### config.mk
export PLATFORM = sky130hd
export DESIGN_NAME = msb_sequencer
export DESIGN_NICKNAME = d
export VERILOG_FILES = /design/src/core/msb_pkg.sv /design/src/core/msb_sequencer.sv
export VERILOG_INCLUDE_DIRS = /design/src /design/src/core
export SDC_FILE = /design/constraint.sdc
export NUM_CORES = 1
export LEC_CHECK = 0
export BUFFER_PORTS_ARGS = -buffer_cell sky130_fd_sc_hd__buf_2
export CORE_MARGIN = 5
export CORE_UTILIZATION = 55
export DETAILED_ROUTE_END_ITERATION = 8
export PLACE_DENSITY = 0.77
export SLEW_MARGIN = 20
export SYNTH_ARGS = -nofsm -noshare
export SYNTH_HDL_FRONTEND = slang
export SYNTH_SLANG_ARGS = --single-unit
### constraint.sdc
create_clock -name sys_clk_in -period 4.1 [get_ports sys_clk_in]
set_clock_uncertainty 0.05 [all_clocks]
set_input_delay 0.615 -clock sys_clk_in [delete_from_list [all_inputs] [get_ports sys_clk_in]]
set_output_delay 0.615 -clock sys_clk_in [all_outputs]
set_load 0.01 [all_outputs]
### src/core/msb_map.svh
// Offsets, widths, field positions and reset values for the micro sequencer block.
`ifndef MSB_MAP_SVH
`define MSB_MAP_SVH
`define MSB_WORD_W 16
`define MSB_PC_W 18
`define MSB_ADDR_W 24
`define MSB_PC_SHIFT 4
`define MSB_BRANCH_W 12
`define MSB_OPLEN_MAX 5'h18
`define MSB_SIZE_LOW_ZERO 16
`define MSB_MEM_SIZE_DEFAULT 24'h010000
// Register select codes on the documented source/destination port.
`define MSB_SEL_MIH 4'h0
`define MSB_SEL_PC 4'h1
`define MSB_SEL_LOWER 4'h2
`define MSB_SEL_UPPER 4'h3
`define MSB_SEL_CASS 4'h4
`define MSB_SEL_SIZE 4'h5
`define MSB_SEL_NIB1 4'h6
`define MSB_SEL_NIB2 4'h7
`define MSB_SEL_INTR 4'h8
`define MSB_SEL_MERR 4'h9
`define MSB_SEL_PAR 4'hA
`define MSB_SEL_CARRY 4'hB
// Bit positions in the memory error nibble.
`define MSB_MERR_RDERR 0
`define MSB_MERR_OVR 1
`define MSB_MERR_RDOOB 2
`define MSB_MERR_WROOB 3
// Parallelism control field positions.
`define MSB_PAR_CARRY 7
`define MSB_PAR_UNIT_HI 6
`define MSB_PAR_UNIT_LO 5
`define MSB_PAR_LEN_HI 4
`define MSB_RESET_PAR 8'h00
`endif

### src/core/msb_pkg.sv
// Types shared by the micro sequencer block.
package msb_pkg;
  typedef enum logic [2:0] {
    MSB_OP_NONE,
    MSB_OP_BRANCH_FWD,
    MSB_OP_BIAS,
    MSB_OP_SET_CARRY,
    MSB_OP_CASS_STOP,
    MSB_OP_CASS_START
  } msb_op_t;
  typedef enum logic [1:0] {
    MSB_MEM_IDLE,
    MSB_MEM_READ,
    MSB_MEM_WRITE,
    MSB_MEM_SWAP
  } msb_mem_t;
  typedef enum {
    MSB_FETCH_MEM,
    MSB_FETCH_TAPE_WAIT
  } msb_fetch_t;
endpackage : msb_pkg

### src/core/msb_sequencer.sv
// Micro sequencer with instruction hold, program counter, bounds check and control group.
// What this block does
// RQ1: Hold 16-bit microinstruction plus odd parity; its decode steers control flow.
// RQ2: Outside tape mode, writes to instruction hold OR into the next fetched word.
// RQ3: Branch forward skips low twelve bits worth of words past the next word.
// RQ4: 18-bit program counter auto-increments in run, branches, wraps, readable and writable.
// RQ5: Counter reads shifted left four; writes drop four low bits; adder unaffected.
// RQ6: Memory references check 24-bit field address inclusively against lower and upper bound.
// RQ7: Failed check sets read flag on reads, write flag on writes or swaps.
// RQ8: Out-of-bounds reads proceed; writes or swaps need the override flag.
// RQ9: Only the starting field address is checked, never the field's length.
// RQ10: References below zero or above installed size set memory range error flag.
// RQ11: Read-only cassette register; run-mode reads stall until sixteen bits; overrun lost silently.
// RQ12: Tape mode executes each cassette word unless it was consumed as source data.
// RQ13: Tape mode branches still move the counter, but fetch stays on cassette.
// RQ14: Tape mode writes to instruction hold also OR into the next cassette word.
// RQ15: After a cassette stop in run mode, the cassette register is not addressable.
// RQ16: Installed size register is wired, 24 bits, low sixteen bits read zero.
// RQ17: Control group is four nibbles and an 8-bit carry, unit and length field.
// RQ18: Unit select is written only by bias; only its low bit picks packed operands.
// RQ19: Operand length is at most 24 and a multiple of the unit size; the code clamps at 24 but never checks the multiple.
// RQ20: Carry flag feeds arithmetic, is readable, writable and set by set-carry.
// RQ21: The checked field address is a 24-bit absolute bit address.
// RQ22: Parity error on a fetched microinstruction sets the read data error flag.
// RQ23: A failed write or swap without override leaves main memory unchanged.
`include "msb_map.svh"
module msb_sequencer (
  // Clock, enable and reset
  input wire logic sys_clk_in,
  input wire logic rst_b_in,
  input wire logic clk_en_in,
  // Mode and installed size strap
  input wire logic tape_mode_in,
  input wire logic [`MSB_ADDR_W-1:0] installed_memory_size_in,
  // Decoded microinstruction controls
  input wire msb_pkg::msb_op_t op_in,
  input wire logic op_valid_in,
  // Register move port
  input wire logic reg_wr_in,
  input wire logic reg_rd_in,
  input wire logic [3:0] reg_sel_in,
  input wire logic [`MSB_ADDR_W-1:0] reg_wdata_in,
  output logic [`MSB_ADDR_W-1:0] reg_rdata_out,
  output logic reg_rd_stall_out,
  // Instruction fetch from main memory
  input wire logic fetch_valid_in,
  input wire logic [`MSB_WORD_W:0] fetch_word_in,
  output logic [`MSB_PC_W+`MSB_PC_SHIFT-1:0] fetch_addr_out,
  // Memory reference check
  input wire msb_pkg::msb_mem_t mem_op_in,
  input wire logic [`MSB_ADDR_W-1:0] field_address_in,
  input wire logic field_address_neg_in,
  output logic mem_write_allow_out,
  output logic memory_range_error_flag_out,
  // Cassette serial input
  input wire logic cass_bit_valid_in,
  input wire logic cass_bit_in,
  // Arithmetic unit
  input wire logic alu_carry_in,
  output logic carry_flag_out,
  output logic operand_unit_packed_out,
  output logic [4:0] operand_length_out,
  output logic [`MSB_WORD_W-1:0] micro_instruction_hold_out,
  output logic [7:0] control_nibbles_out
);
  import msb_pkg::*;

  logic [`MSB_WORD_W-1:0] mih_q;
  logic [`MSB_WORD_W-1:0] or_pend_q;
  logic [`MSB_PC_W-1:0] pc_q;
  logic [`MSB_ADDR_W-1:0] lower_q;
  logic [`MSB_ADDR_W-1:0] upper_q;
  logic [`MSB_WORD_W-1:0] cass_shift_q;
  logic [`MSB_WORD_W-1:0] cass_word_q;
  logic [4:0] cass_cnt_q;
  logic cass_full_q;
  logic cass_stopped_q;
  logic cass_consumed_q;
  logic [3:0] nib1_q;
  logic [3:0] nib2_q;
  logic [3:0] intr_q;
  logic [3:0] merr_q;
  logic carry_q;
  logic [1:0] unit_q;
  logic [4:0] oplen_q;
  logic range_err_q;
  logic fetch_parity_ok;
  logic in_bounds;
  logic is_write;
  logic cass_read;
  logic cass_addressable;
  logic [`MSB_ADDR_W-1:0] rdata_d;

  // Shared register select decode.
  function automatic logic sel_is(input logic [3:0] sel, input logic [3:0] code);
    sel_is = (sel == code);
  endfunction : sel_is

  // Program counter as seen on the data path, pre-aligned to bit addresses.
  function automatic logic [`MSB_ADDR_W-1:0] pc_view(input logic [`MSB_PC_W-1:0] pc);
    pc_view = {2'h0, pc, 4'h0}; // RQ5
  endfunction : pc_view

  assign fetch_parity_ok = ^fetch_word_in; // RQ22
  assign in_bounds = (field_address_in >= lower_q) && (field_address_in <= upper_q); // RQ6 RQ9 RQ21
  assign is_write = (mem_op_in == MSB_MEM_WRITE) || (mem_op_in == MSB_MEM_SWAP);
  // A stopped cassette makes the register vanish in run mode; tape mode keeps it live.
  assign cass_addressable = tape_mode_in || !cass_stopped_q; // RQ15
  assign cass_read = reg_rd_in && sel_is(reg_sel_in, `MSB_SEL_CASS) && cass_addressable;

  // Instruction hold: OR-merge of a moved value into the next fetched word.
  always_ff @(posedge sys_clk_in or negedge rst_b_in) begin
    if (!rst_b_in) begin
      mih_q <= 16'h0000;
      or_pend_q <= 16'h0000;
    end else if (clk_en_in) begin
      if (!tape_mode_in && fetch_valid_in) begin
        mih_q <= fetch_word_in[`MSB_WORD_W-1:0] | or_pend_q; // RQ1 RQ2
        or_pend_q <= 16'h0000;
      end else if (tape_mode_in && cass_full_q && !cass_consumed_q && !cass_read) begin
        mih_q <= cass_word_q | or_pend_q; // RQ12 RQ14
        or_pend_q <= 16'h0000;
      end else if (reg_wr_in && sel_is(reg_sel_in, `MSB_SEL_MIH)) begin
        or_pend_q <= or_pend_q | reg_wdata_in[`MSB_WORD_W-1:0]; // RQ2 RQ14
      end
    end
  end

  // Program counter: increment per fetch, branch forward, or direct write.
  always_ff @(posedge sys_clk_in or negedge rst_b_in) begin
    if (!rst_b_in) begin
      pc_q <= 18'h00000;
    end else if (clk_en_in) begin
      if (reg_wr_in && sel_is(reg_sel_in, `MSB_SEL_PC)) begin
        pc_q <= reg_wdata_in[`MSB_PC_W+`MSB_PC_SHIFT-1:`MSB_PC_SHIFT]; // RQ4 RQ5
      end else if (op_valid_in && op_in == MSB_OP_BRANCH_FWD) begin
        // Counter already names the following word; the skip adds on top and may wrap.
        pc_q <= pc_q + {6'h00, mih_q[`MSB_BRANCH_W-1:0]}; // RQ3 RQ4 RQ13
      end else if (!tape_mode_in && fetch_valid_in) begin
        pc_q <= pc_q + 18'h00001; // RQ4
      end
    end
  end

  // Bounds registers.
  always_ff @(posedge sys_clk_in or negedge rst_b_in) begin
    if (!rst_b_in) begin
      lower_q <= 24'h000000;
      upper_q <= 24'hFFFFFF;
    end else if (clk_en_in && reg_wr_in) begin
      if (sel_is(reg_sel_in, `MSB_SEL_LOWER)) begin
        lower_q <= reg_wdata_in;
      end
      if (sel_is(reg_sel_in, `MSB_SEL_UPPER)) begin
        upper_q <= reg_wdata_in;
      end
    end
  end

  // Cassette shifter. A finished word overwrites an unread one with no trace.
  always_ff @(posedge sys_clk_in or negedge rst_b_in) begin
    if (!rst_b_in) begin
      cass_shift_q <= 16'h0000;
      cass_word_q <= 16'h0000;
      cass_cnt_q <= 5'h00;
      cass_full_q <= 1'b0;
      cass_consumed_q <= 1'b0;
    end else if (clk_en_in) begin
      if (cass_bit_valid_in) begin
        if (cass_cnt_q == 5'h0F) begin
          cass_word_q <= {cass_shift_q[`MSB_WORD_W-2:0], cass_bit_in}; // RQ11
          cass_full_q <= 1'b1;
          cass_consumed_q <= 1'b0;
          cass_cnt_q <= 5'h00;
        end else begin
          cass_shift_q <= {cass_shift_q[`MSB_WORD_W-2:0], cass_bit_in};
          cass_cnt_q <= cass_cnt_q + 5'h01;
        end
      end else if (cass_read && cass_full_q) begin
        cass_full_q <= 1'b0;
        cass_consumed_q <= tape_mode_in; // RQ12
      end else if (tape_mode_in && cass_full_q) begin
        cass_full_q <= 1'b0;
      end
    end
  end

  // Cassette run/stop state.
  always_ff @(posedge sys_clk_in or negedge rst_b_in) begin
    if (!rst_b_in) begin
      cass_stopped_q <= 1'b0;
    end else if (clk_en_in && op_valid_in) begin
      if (op_in == MSB_OP_CASS_STOP) begin
        cass_stopped_q <= 1'b1; // RQ15
      end else if (op_in == MSB_OP_CASS_START) begin
        cass_stopped_q <= 1'b0;
      end
    end
  end

  // Control nibbles; hardware flag sets win over software writes in the same cycle.
  always_ff @(posedge sys_clk_in or negedge rst_b_in) begin
    if (!rst_b_in) begin
      nib1_q <= 4'h0;
      nib2_q <= 4'h0;
      intr_q <= 4'h0;
      merr_q <= 4'h0;
    end else if (clk_en_in) begin
      if (reg_wr_in && sel_is(reg_sel_in, `MSB_SEL_NIB1)) begin
        nib1_q <= reg_wdata_in[3:0];
      end
      if (reg_wr_in && sel_is(reg_sel_in, `MSB_SEL_NIB2)) begin
        nib2_q <= reg_wdata_in[3:0];
      end
      if (reg_wr_in && sel_is(reg_sel_in, `MSB_SEL_INTR)) begin
        intr_q <= reg_wdata_in[3:0];
      end
      merr_q <= (reg_wr_in && sel_is(reg_sel_in, `MSB_SEL_MERR)) ? reg_wdata_in[3:0] : merr_q;
      if (!tape_mode_in && fetch_valid_in && !fetch_parity_ok) begin
        merr_q[`MSB_MERR_RDERR] <= 1'b1; // RQ22
      end
      if (mem_op_in == MSB_MEM_READ && !in_bounds) begin
        merr_q[`MSB_MERR_RDOOB] <= 1'b1; // RQ7
      end
      if (is_write && !in_bounds) begin
        merr_q[`MSB_MERR_WROOB] <= 1'b1; // RQ7
      end
    end
  end

  // Parallelism field: carry, unit select and operand length.
  always_ff @(posedge sys_clk_in or negedge rst_b_in) begin
    if (!rst_b_in) begin
      carry_q <= 1'b0;
      unit_q <= 2'h0;
      oplen_q <= 5'h00;
    end else if (clk_en_in) begin
      if (op_valid_in && op_in == MSB_OP_SET_CARRY) begin
        carry_q <= alu_carry_in; // RQ20
      end else if (reg_wr_in && sel_is(reg_sel_in, `MSB_SEL_CARRY)) begin
        carry_q <= reg_wdata_in[0]; // RQ20
      end else if (reg_wr_in && sel_is(reg_sel_in, `MSB_SEL_PAR)) begin
        carry_q <= reg_wdata_in[`MSB_PAR_CARRY];
      end
      if (op_valid_in && op_in == MSB_OP_BIAS) begin
        unit_q <= reg_wdata_in[`MSB_PAR_UNIT_HI:`MSB_PAR_UNIT_LO]; // RQ18
      end
      if (reg_wr_in && sel_is(reg_sel_in, `MSB_SEL_PAR)) begin
        // Lengths past the widest operand are clamped; multiples of the unit stay firmware's job.
        oplen_q <= (reg_wdata_in[`MSB_PAR_LEN_HI:0] > `MSB_OPLEN_MAX) ?
                   `MSB_OPLEN_MAX : reg_wdata_in[`MSB_PAR_LEN_HI:0]; // RQ17 RQ19
      end
    end
  end

  // Read data mux; unit select is write-only and reads as zero.
  always_comb begin
    rdata_d = 24'h000000;
    case (reg_sel_in)
      `MSB_SEL_MIH: rdata_d = {8'h00, mih_q};
      `MSB_SEL_PC: rdata_d = pc_view(pc_q); // RQ5
      `MSB_SEL_LOWER: rdata_d = lower_q;
      `MSB_SEL_UPPER: rdata_d = upper_q;
      `MSB_SEL_CASS: rdata_d = cass_addressable ? {8'h00, cass_word_q} : 24'h000000; // RQ11
      `MSB_SEL_SIZE: rdata_d = {installed_memory_size_in[23:16], 16'h0000}; // RQ16
      `MSB_SEL_NIB1: rdata_d = {20'h00000, nib1_q};
      `MSB_SEL_NIB2: rdata_d = {20'h00000, nib2_q};
      `MSB_SEL_INTR: rdata_d = {20'h00000, intr_q};
      `MSB_SEL_MERR: rdata_d = {20'h00000, merr_q};
      `MSB_SEL_PAR: rdata_d = {16'h0000, carry_q, 2'h0, oplen_q};
      `MSB_SEL_CARRY: rdata_d = {23'h000000, carry_q};
      default: rdata_d = 24'h000000;
    endcase
  end

  // Registered outputs.
  always_ff @(posedge sys_clk_in or negedge rst_b_in) begin
    if (!rst_b_in) begin
      reg_rdata_out <= 24'h000000;
      reg_rd_stall_out <= 1'b0;
      fetch_addr_out <= 22'h000000;
      mem_write_allow_out <= 1'b0;
      memory_range_error_flag_out <= 1'b0;
      range_err_q <= 1'b0;
    end else if (clk_en_in) begin
      reg_rdata_out <= rdata_d;
      reg_rd_stall_out <= cass_read && !cass_full_q && !tape_mode_in; // RQ11
      fetch_addr_out <= {pc_q, 4'h0}; // RQ5
      mem_write_allow_out <= is_write && (in_bounds || merr_q[`MSB_MERR_OVR]); // RQ8 RQ23
      range_err_q <= (mem_op_in != MSB_MEM_IDLE) && (field_address_neg_in ||
                     field_address_in > installed_memory_size_in); // RQ10
      memory_range_error_flag_out <= (mem_op_in != MSB_MEM_IDLE) && (field_address_neg_in ||
                     field_address_in > installed_memory_size_in); // RQ10
    end
  end

  always_ff @(posedge sys_clk_in or negedge rst_b_in) begin
    if (!rst_b_in) begin
      carry_flag_out <= 1'b0;
      operand_unit_packed_out <= 1'b0;
      operand_length_out <= 5'h00;
      micro_instruction_hold_out <= 16'h0000;
      control_nibbles_out <= 8'h00;
    end else if (clk_en_in) begin
      carry_flag_out <= carry_q; // RQ20
      operand_unit_packed_out <= unit_q[0]; // RQ18
      operand_length_out <= oplen_q;
      micro_instruction_hold_out <= mih_q; // RQ1
      control_nibbles_out <= {intr_q, merr_q};
    end
  end

  wr_block_a: assert property (@(posedge sys_clk_in) disable iff (!rst_b_in)
    clk_en_in && is_write && !in_bounds && !merr_q[`MSB_MERR_OVR] |=> !mem_write_allow_out)
    else $error("Out-of-bounds write allowed without override."); // RQ23
  rd_flag_a: assert property (@(posedge sys_clk_in) disable iff (!rst_b_in)
    clk_en_in && mem_op_in == MSB_MEM_READ && !in_bounds |=> merr_q[`MSB_MERR_RDOOB])
    else $error("Read out of bounds not flagged."); // RQ7
  wr_flag_a: assert property (@(posedge sys_clk_in) disable iff (!rst_b_in)
    clk_en_in && is_write && !in_bounds |=> merr_q[`MSB_MERR_WROOB])
    else $error("Write out of bounds not flagged."); // RQ7
  pc_inc_a: assert property (@(posedge sys_clk_in) disable iff (!rst_b_in)
    clk_en_in && !tape_mode_in && fetch_valid_in && !reg_wr_in && !op_valid_in
    |=> pc_q == $past(pc_q) + 18'h00001)
    else $error("Counter did not step on fetch."); // RQ4
  pc_align_a: assert property (@(posedge sys_clk_in) disable iff (!rst_b_in)
    clk_en_in ##1 clk_en_in |=> fetch_addr_out[3:0] == 4'h0)
    else $error("Counter view not aligned."); // RQ5
  or_merge_a: assert property (@(posedge sys_clk_in) disable iff (!rst_b_in)
    clk_en_in && !tape_mode_in && fetch_valid_in
    |=> mih_q == ($past(fetch_word_in[15:0]) | $past(or_pend_q)))
    else $error("Fetched word not merged."); // RQ2
  size_low_a: assert property (@(posedge sys_clk_in) disable iff (!rst_b_in)
    clk_en_in && reg_sel_in == `MSB_SEL_SIZE |=> reg_rdata_out[15:0] == 16'h0000)
    else $error("Size register low bits not zero."); // RQ16
  parity_a: assert property (@(posedge sys_clk_in) disable iff (!rst_b_in)
    clk_en_in && !tape_mode_in && fetch_valid_in && !(^fetch_word_in)
    |=> merr_q[`MSB_MERR_RDERR])
    else $error("Fetch parity error not flagged."); // RQ22
  len_max_a: assert property (@(posedge sys_clk_in) disable iff (!rst_b_in)
    oplen_q <= `MSB_OPLEN_MAX)
    else $error("Operand length above limit."); // RQ19
  range_a: assert property (@(posedge sys_clk_in) disable iff (!rst_b_in)
    clk_en_in && mem_op_in != MSB_MEM_IDLE && field_address_neg_in
    |=> memory_range_error_flag_out && range_err_q)
    else $error("Range error output disagrees."); // RQ10
endmodule : msb_sequencer

# After elaboration in Yosys (flattened, before gate mapping)
# Cells that the tools add are included.
dict set report word_totals {
  reg_bits 236
  inputBits 110
  word_cells 164
}
dict set report op_classes {
  n_addsub 3
  magnitude_cmp 4
  eq_ne 21
  muxes 28
  bitwise 4
  reduce_logical 73
}
# cell count
set op_table {}
lappend op_table {{one-hot mux 24 bit (12 select lines)} 1}
lappend op_table {{two-way mux 16 bit} 6}
lappend op_table {{two-way mux 18 bit} 3}
lappend op_table {{OR 16 bit} 3}
lappend op_table {{AND reduction 2 bit} 17}
lappend op_table {{logical AND 1 bit} 28}
lappend op_table {{greater-or-equal comparator 24 bit} 1}
lappend op_table {{greater-than comparator 24 bit} 1}
lappend op_table {{<= comparator 24 bit} 1}
lappend op_table {{adder 18 x 1 -> 18 bit (second input constant)} 1}
lappend op_table {{adder 18 x 12 -> 18 bit} 1}
lappend op_table {{parity 17 bit} 1}
lappend op_table {{== test 4 x 3 -> 1 bit (second input constant)} 4}
lappend op_table {{== test 4 bit (second input constant)} 4}
lappend op_table {{two-way mux 1 bit} 15}
lappend op_table {{nonzero test 2 bit} 7}
lappend op_table {{AND reduction 3 bit} 4}
lappend op_table {{nonzero test 3 bit} 4}
lappend op_table {{two-way mux 5 bit} 2}
lappend op_table {{== test 4 x 2 -> 1 bit (second input constant)} 2}
lappend op_table {{logical NOT 1 bit} 7}
lappend op_table {{== test 3 x 2 -> 1 bit (second input constant)} 2}
lappend op_table {{== test 3 bit (second input constant)} 2}
lappend op_table {{adder 5 x 1 -> 5 bit (second input constant)} 1}
lappend op_table {{other kinds (11)} 15}

# Depth between registers and ports, before layout
dict set report logic_depth {
  ltp_word 7
  mapped_depth 12
  depth_no_buf 12
}

# Worst setup path before layout
# Ideal clock, no wire load.
dict set report synth_path {
  kind {input-to-reg}
  startpoint {input port op_valid_in}
  endpoint {register pc_q[14]}
  setup_time_ps 137
  t_arrival_ps 2916
  t_required_ps 3913
  setup_slack_ps 996
  stages 12
  path_buffers 0
  path_cell_list {nor2b_1 > and3b_1 > nand2b_1 > ha_1 > fa_1 > a21oi_1 > o21ai_0 > a2111oi_0 > o22ai_1 > a21oi_1 > nor2_1 > a2bb2oi_1}
}
dict set report synth_between {
  elab_chain_len 3
}
# item line_no
set synth_lines {}
lappend synth_lines {{start, declared} msb_sequencer.sv:37} ;# input wire logic op_valid_in,
lappend synth_lines {{logical AND 1 bit (*)} msb_sequencer.sv:136} ;# end else if (op_valid_in && op_in == MSB_OP_BRANCH_FWD) begin
lappend synth_lines {{nonzero test 3 bit (no line) / two-way mux 18 bit (equally long branches)} --}
lappend synth_lines {{AND reduction 2 bit (no line) / two-way mux 18 bit (equally long branches)} --}
lappend synth_lines {{end signal, assigned} msb_sequencer.sv:135} ;# pc_q <= reg_wdata_in[`MSB_PC_W+`MSB_PC_SHIFT-1:`MSB_PC_SHIFT];
lappend synth_lines {{end signal, assigned} msb_sequencer.sv:138} ;# pc_q <= pc_q + {6'h00, mih_q[`MSB_BRANCH_W-1:0]};
lappend synth_lines {{end signal, assigned} msb_sequencer.sv:140} ;# pc_q <= pc_q + 18'h00001;
lappend synth_lines {{end, declared} msb_sequencer.sv:70} ;# logic [`MSB_PC_W-1:0] pc_q;
# Mark *: on every way between the ends. The rest lies on a longest branch, timed or not.
# A chain may end at the register's enable or synchronous reset.

# Worst setup path after layout
# Ends and elaborated chain as after synthesis.

==> impl_results.md <==
* Clock slew at reported path FFs at 0.06 ns
* CP peak stage delay at 0.64 ns
* Grt ovf at 0
* Top post-synthesis cells by area: dfrtp_1 41%, mux2_2 8.7%, ha_1 8.3%
* CTS Buffer Depth at 3
* Hold Path Class: input port to async pin
* Rows at 56
* # clock sinks at 236
* CP Capture Type: flop
* Area Growth Syn to Fin at 16.0%
* Top FF cell, synth: dfrtp_1
* Initial Utilization at 55.3%
* Critical Path RT at 4.43 ns
* EDFF count, synth at 0
* Crit-path leading delay family: compound AO/OA/AOI/OAI gates
* Fin. Hold Viols at 0
* Max-slew violation count at 0
* Pin count of the biggest net entering global routing at 105
* Cts hold-fix bufs at 0
* First-pass DRT Iterations at 7
* Cell taking the most area after synthesis: dfrtp_1
* Cts repair resizes at 0
* RSZ-0062 raised after global routing: no
* Register bit total from synthesis at 236
* Worst setup path category: input port to flop
* Vias in the first global route at 10.6k
* WP buf/inv at 2
* Fill cell count at 1849
* DP HPWL at 26800 µm
* Status: finished clean
* Setup TNS at 0 ns
* First-pass GRT wire length at 58000 µm
* Pleak at 7.14 nW
* Synth warn at 0
* Setup crit start kind: input port
* Crit-path most repeated cell: a21oi_1
* Vias per cell at 5.91
* GPL Wtd Cong at 0.977
* Post-route cell area at 14900 µm²
* Total CTS buffers at 25
* Hold slack final at 0.0451 ns
* Post-CTS Setup Bufs at 0
* Slew Limit Headroom at 28.2%
* Layout cells sized above 1 at 25.9%
* CTS tree: done
* Core footprint at 23200 µm²
* Port bufs at 185
* GRT Total Usage at 27.7%
* Async S/R FF share, synth at 100%
* Sequential-to-total area share from yosys stat at 46.2%
* Die width at 163 µm
* Final wirelength at 36700 µm
* Diodes inserted at 0
* Post-route ant nets at 0
* # H-tree levels at 1
* Peak VDD IR at 378 µV
* Clk_lat worst skew at 0.54 ns
* Unique masters post-synth at 70
* Fin util at 64.2%
* CP arrival at 3.62 ns
* Least-Margin Pin Slew at 1.07 ns
* Fin crit share at 80.2%
* Root Driver: clkbuf_16
* Crit path cell chain: buf_2 -> nor2b_1 -> and3b_1 -> buf_4 -> and2_1 -> fa_1 -> a21oi_1 -> o21ai_0 -> a2111oi_0 -> o22ai_1 -> a21oi_1 -> nor2_1 -> a2bb2oi_1
* Fin nets at 1646
* Die height at 163 µm
* Syn Area/Cell at 10.1 µm²
* Synthesized area at 12800 µm²
* Max Clock Freq at 304 MHz
* DIE AREA at 26500 µm²
* Top cell type's share of synthesized area at 41.3%
* Initial antenna violation count at 2
* PwrDens at 511 nW/µm²
* Area after DPL at 14100 µm²
* Routed length per instance at 20.5 µm
* Max-cap violation count at 0
* Endpoints failing setup at 0
* CP Max Fanout at 13
* Vias at 10.6k
* Post-detailed-route DRC marker count at 0
* Mapped Cells at 1277
* DR iter-0 viols at 1163
* Io pins at 190
* Slowest stage cell on the critical path: a2111oi_0
* Min Tclk post-route at 3.29 ns
## worst paths after layout
path                            cells past startpoint  slack (ns)                      start                                      end
min in group sys_clk_in                             2        0.28                   op_in[0]               cass_stopped_q$_DFFE_PN0P_
worst min register to register                      2        0.44  or_pend_q[12]$_DFFE_PN0P_                or_pend_q[12]$_DFFE_PN0P_
worst max-delay path                               13        0.81                op_valid_in                     pc_q[14]$_DFFE_PN0P_
worst max register to register                     10        0.95       mih_q[0]$_DFFE_PN0P_                     pc_q[14]$_DFFE_PN0P_
max in group asynchronous                           2        3.04                   rst_b_in             cass_shift_q[14]$_DFFE_PN0P_
worst min-delay path                                1        0.05                   rst_b_in  memory_range_error_flag_out$_DFFE_PN0P_
## cells by family after synthesis
kind of cell / Yosys count / synth area share (%)
xor+xnor: 24 / 1.64
other cells: 1 / 0.0292
flops: 236 / 46.2
simple gates: 329 / 12.2
fa+ha+maj: 86 / 8.44
buf+inv: 166 / 5.12
compound gates: 325 / 16.7
mux: 110 / 9.64
## registers in the layout, indices dropped and copies added (netlist names), 4 cells and up
signal	flops
reg_rdata_out	24
cass_word_q	16
pc_q	18
upper_q	24
merr_q	4
cass_shift_q	15
or_pend_q	16
nib1_q	4
mih_q	16
lower_q	24
micro_instruction_hold_out	16
operand_length_out	5
nib2_q	4
oplen_q	5
intr_q	4
cass_cnt_q	5
control_nibbles_out	8
fetch_addr_out	18
## Yosys cell counts (27+ instances only)
cell and count:
clkbuf_1 36, o21ai_0 80, nor2b_1 28, mux2_2 99, dfrtp_1 212, a21oi_1 69, nor2_1 84, inv_1 102
o22ai_1 27, a21o_1 27, ha_1 85, nand2_1 119
## cells in the final DEF (no fill, tap or decap), drive strengths merged, types with 27 or more instances in the layout
cell | Yosys | routed
buf | 27 | 207
nand2 | 119 | 119
nor2 | 84 | 84
a21o | 27 | 27
a21oi | 70 | 70
dfrtp | 212 | 212
o21ai | 83 | 83
clkbuf | 37 | 38
o22ai | 27 | 27
nor2b | 28 | 28
mux2 | 99 | 99
ha | 85 | 85
inv | 102 | 103
## where the power goes
| part | leakage (nW) | switching (mW) | internal, mW |
|---|---|---|---|
| clock network | 0.376 | 0.927 | 1.20 |
| logic | 3.87 | 1.04 | 0.946 |
| registers | 2.89 | 0.527 | 2.96 |
| total | 7.14 | 2.50 | 5.11 |
## per-stage QoR
step | worst slack [ns] | power [mW] | cells
global route | 0.687 | 8.04 | 1788
global placement | 0.441 | 5.38 | 1742
floorplan | 0.996 | 4.65 | 1280
CTS | 0.968 | 7.61 | 1788
finish | 0.813 | 7.61 | 1788
detailed placement | 0.436 | 5.47 | 1742
## cell type report
cell class	instances	area, µm²	area share, %
clock inverter	8	50.0	0.336
sequential	236	5940	39.9
multi-input combinational	878	6270	42.1
tap	319	399	2.68
inverter	102	383	2.57
timing repair buffer	207	1130	7.58
clock buffer	38	714	4.80
## routing by layer
| metal | global-route usage, % | share of wire [%] | vias to the layer above |
|---|---|---|---|
| met3 | 5.97 | 8.4 | 100 |
| li1 | - | - | 4899 |
| met5 | 0 | 0.076 | - |
| met2 | 45.1 | 47 | 473 |
| met1 | 36.9 | 41 | 5100 |
| met4 | 9.53 | 3.6 | 4 |
## worst register-to-register path: stages, from the launching register on
cell,delay (ns)
dfrtp_1,0.47
nand2b_1,0.19
ha_1,0.22
fa_1,0.42
a21oi_1,0.21
o21ai_0,0.14
a2111oi_0,0.64
o22ai_1,0.28
a21oi_1,0.23
nor2_1,0.06
a2bb2oi_1,0.12
Power figures use the tool's default switching activity.
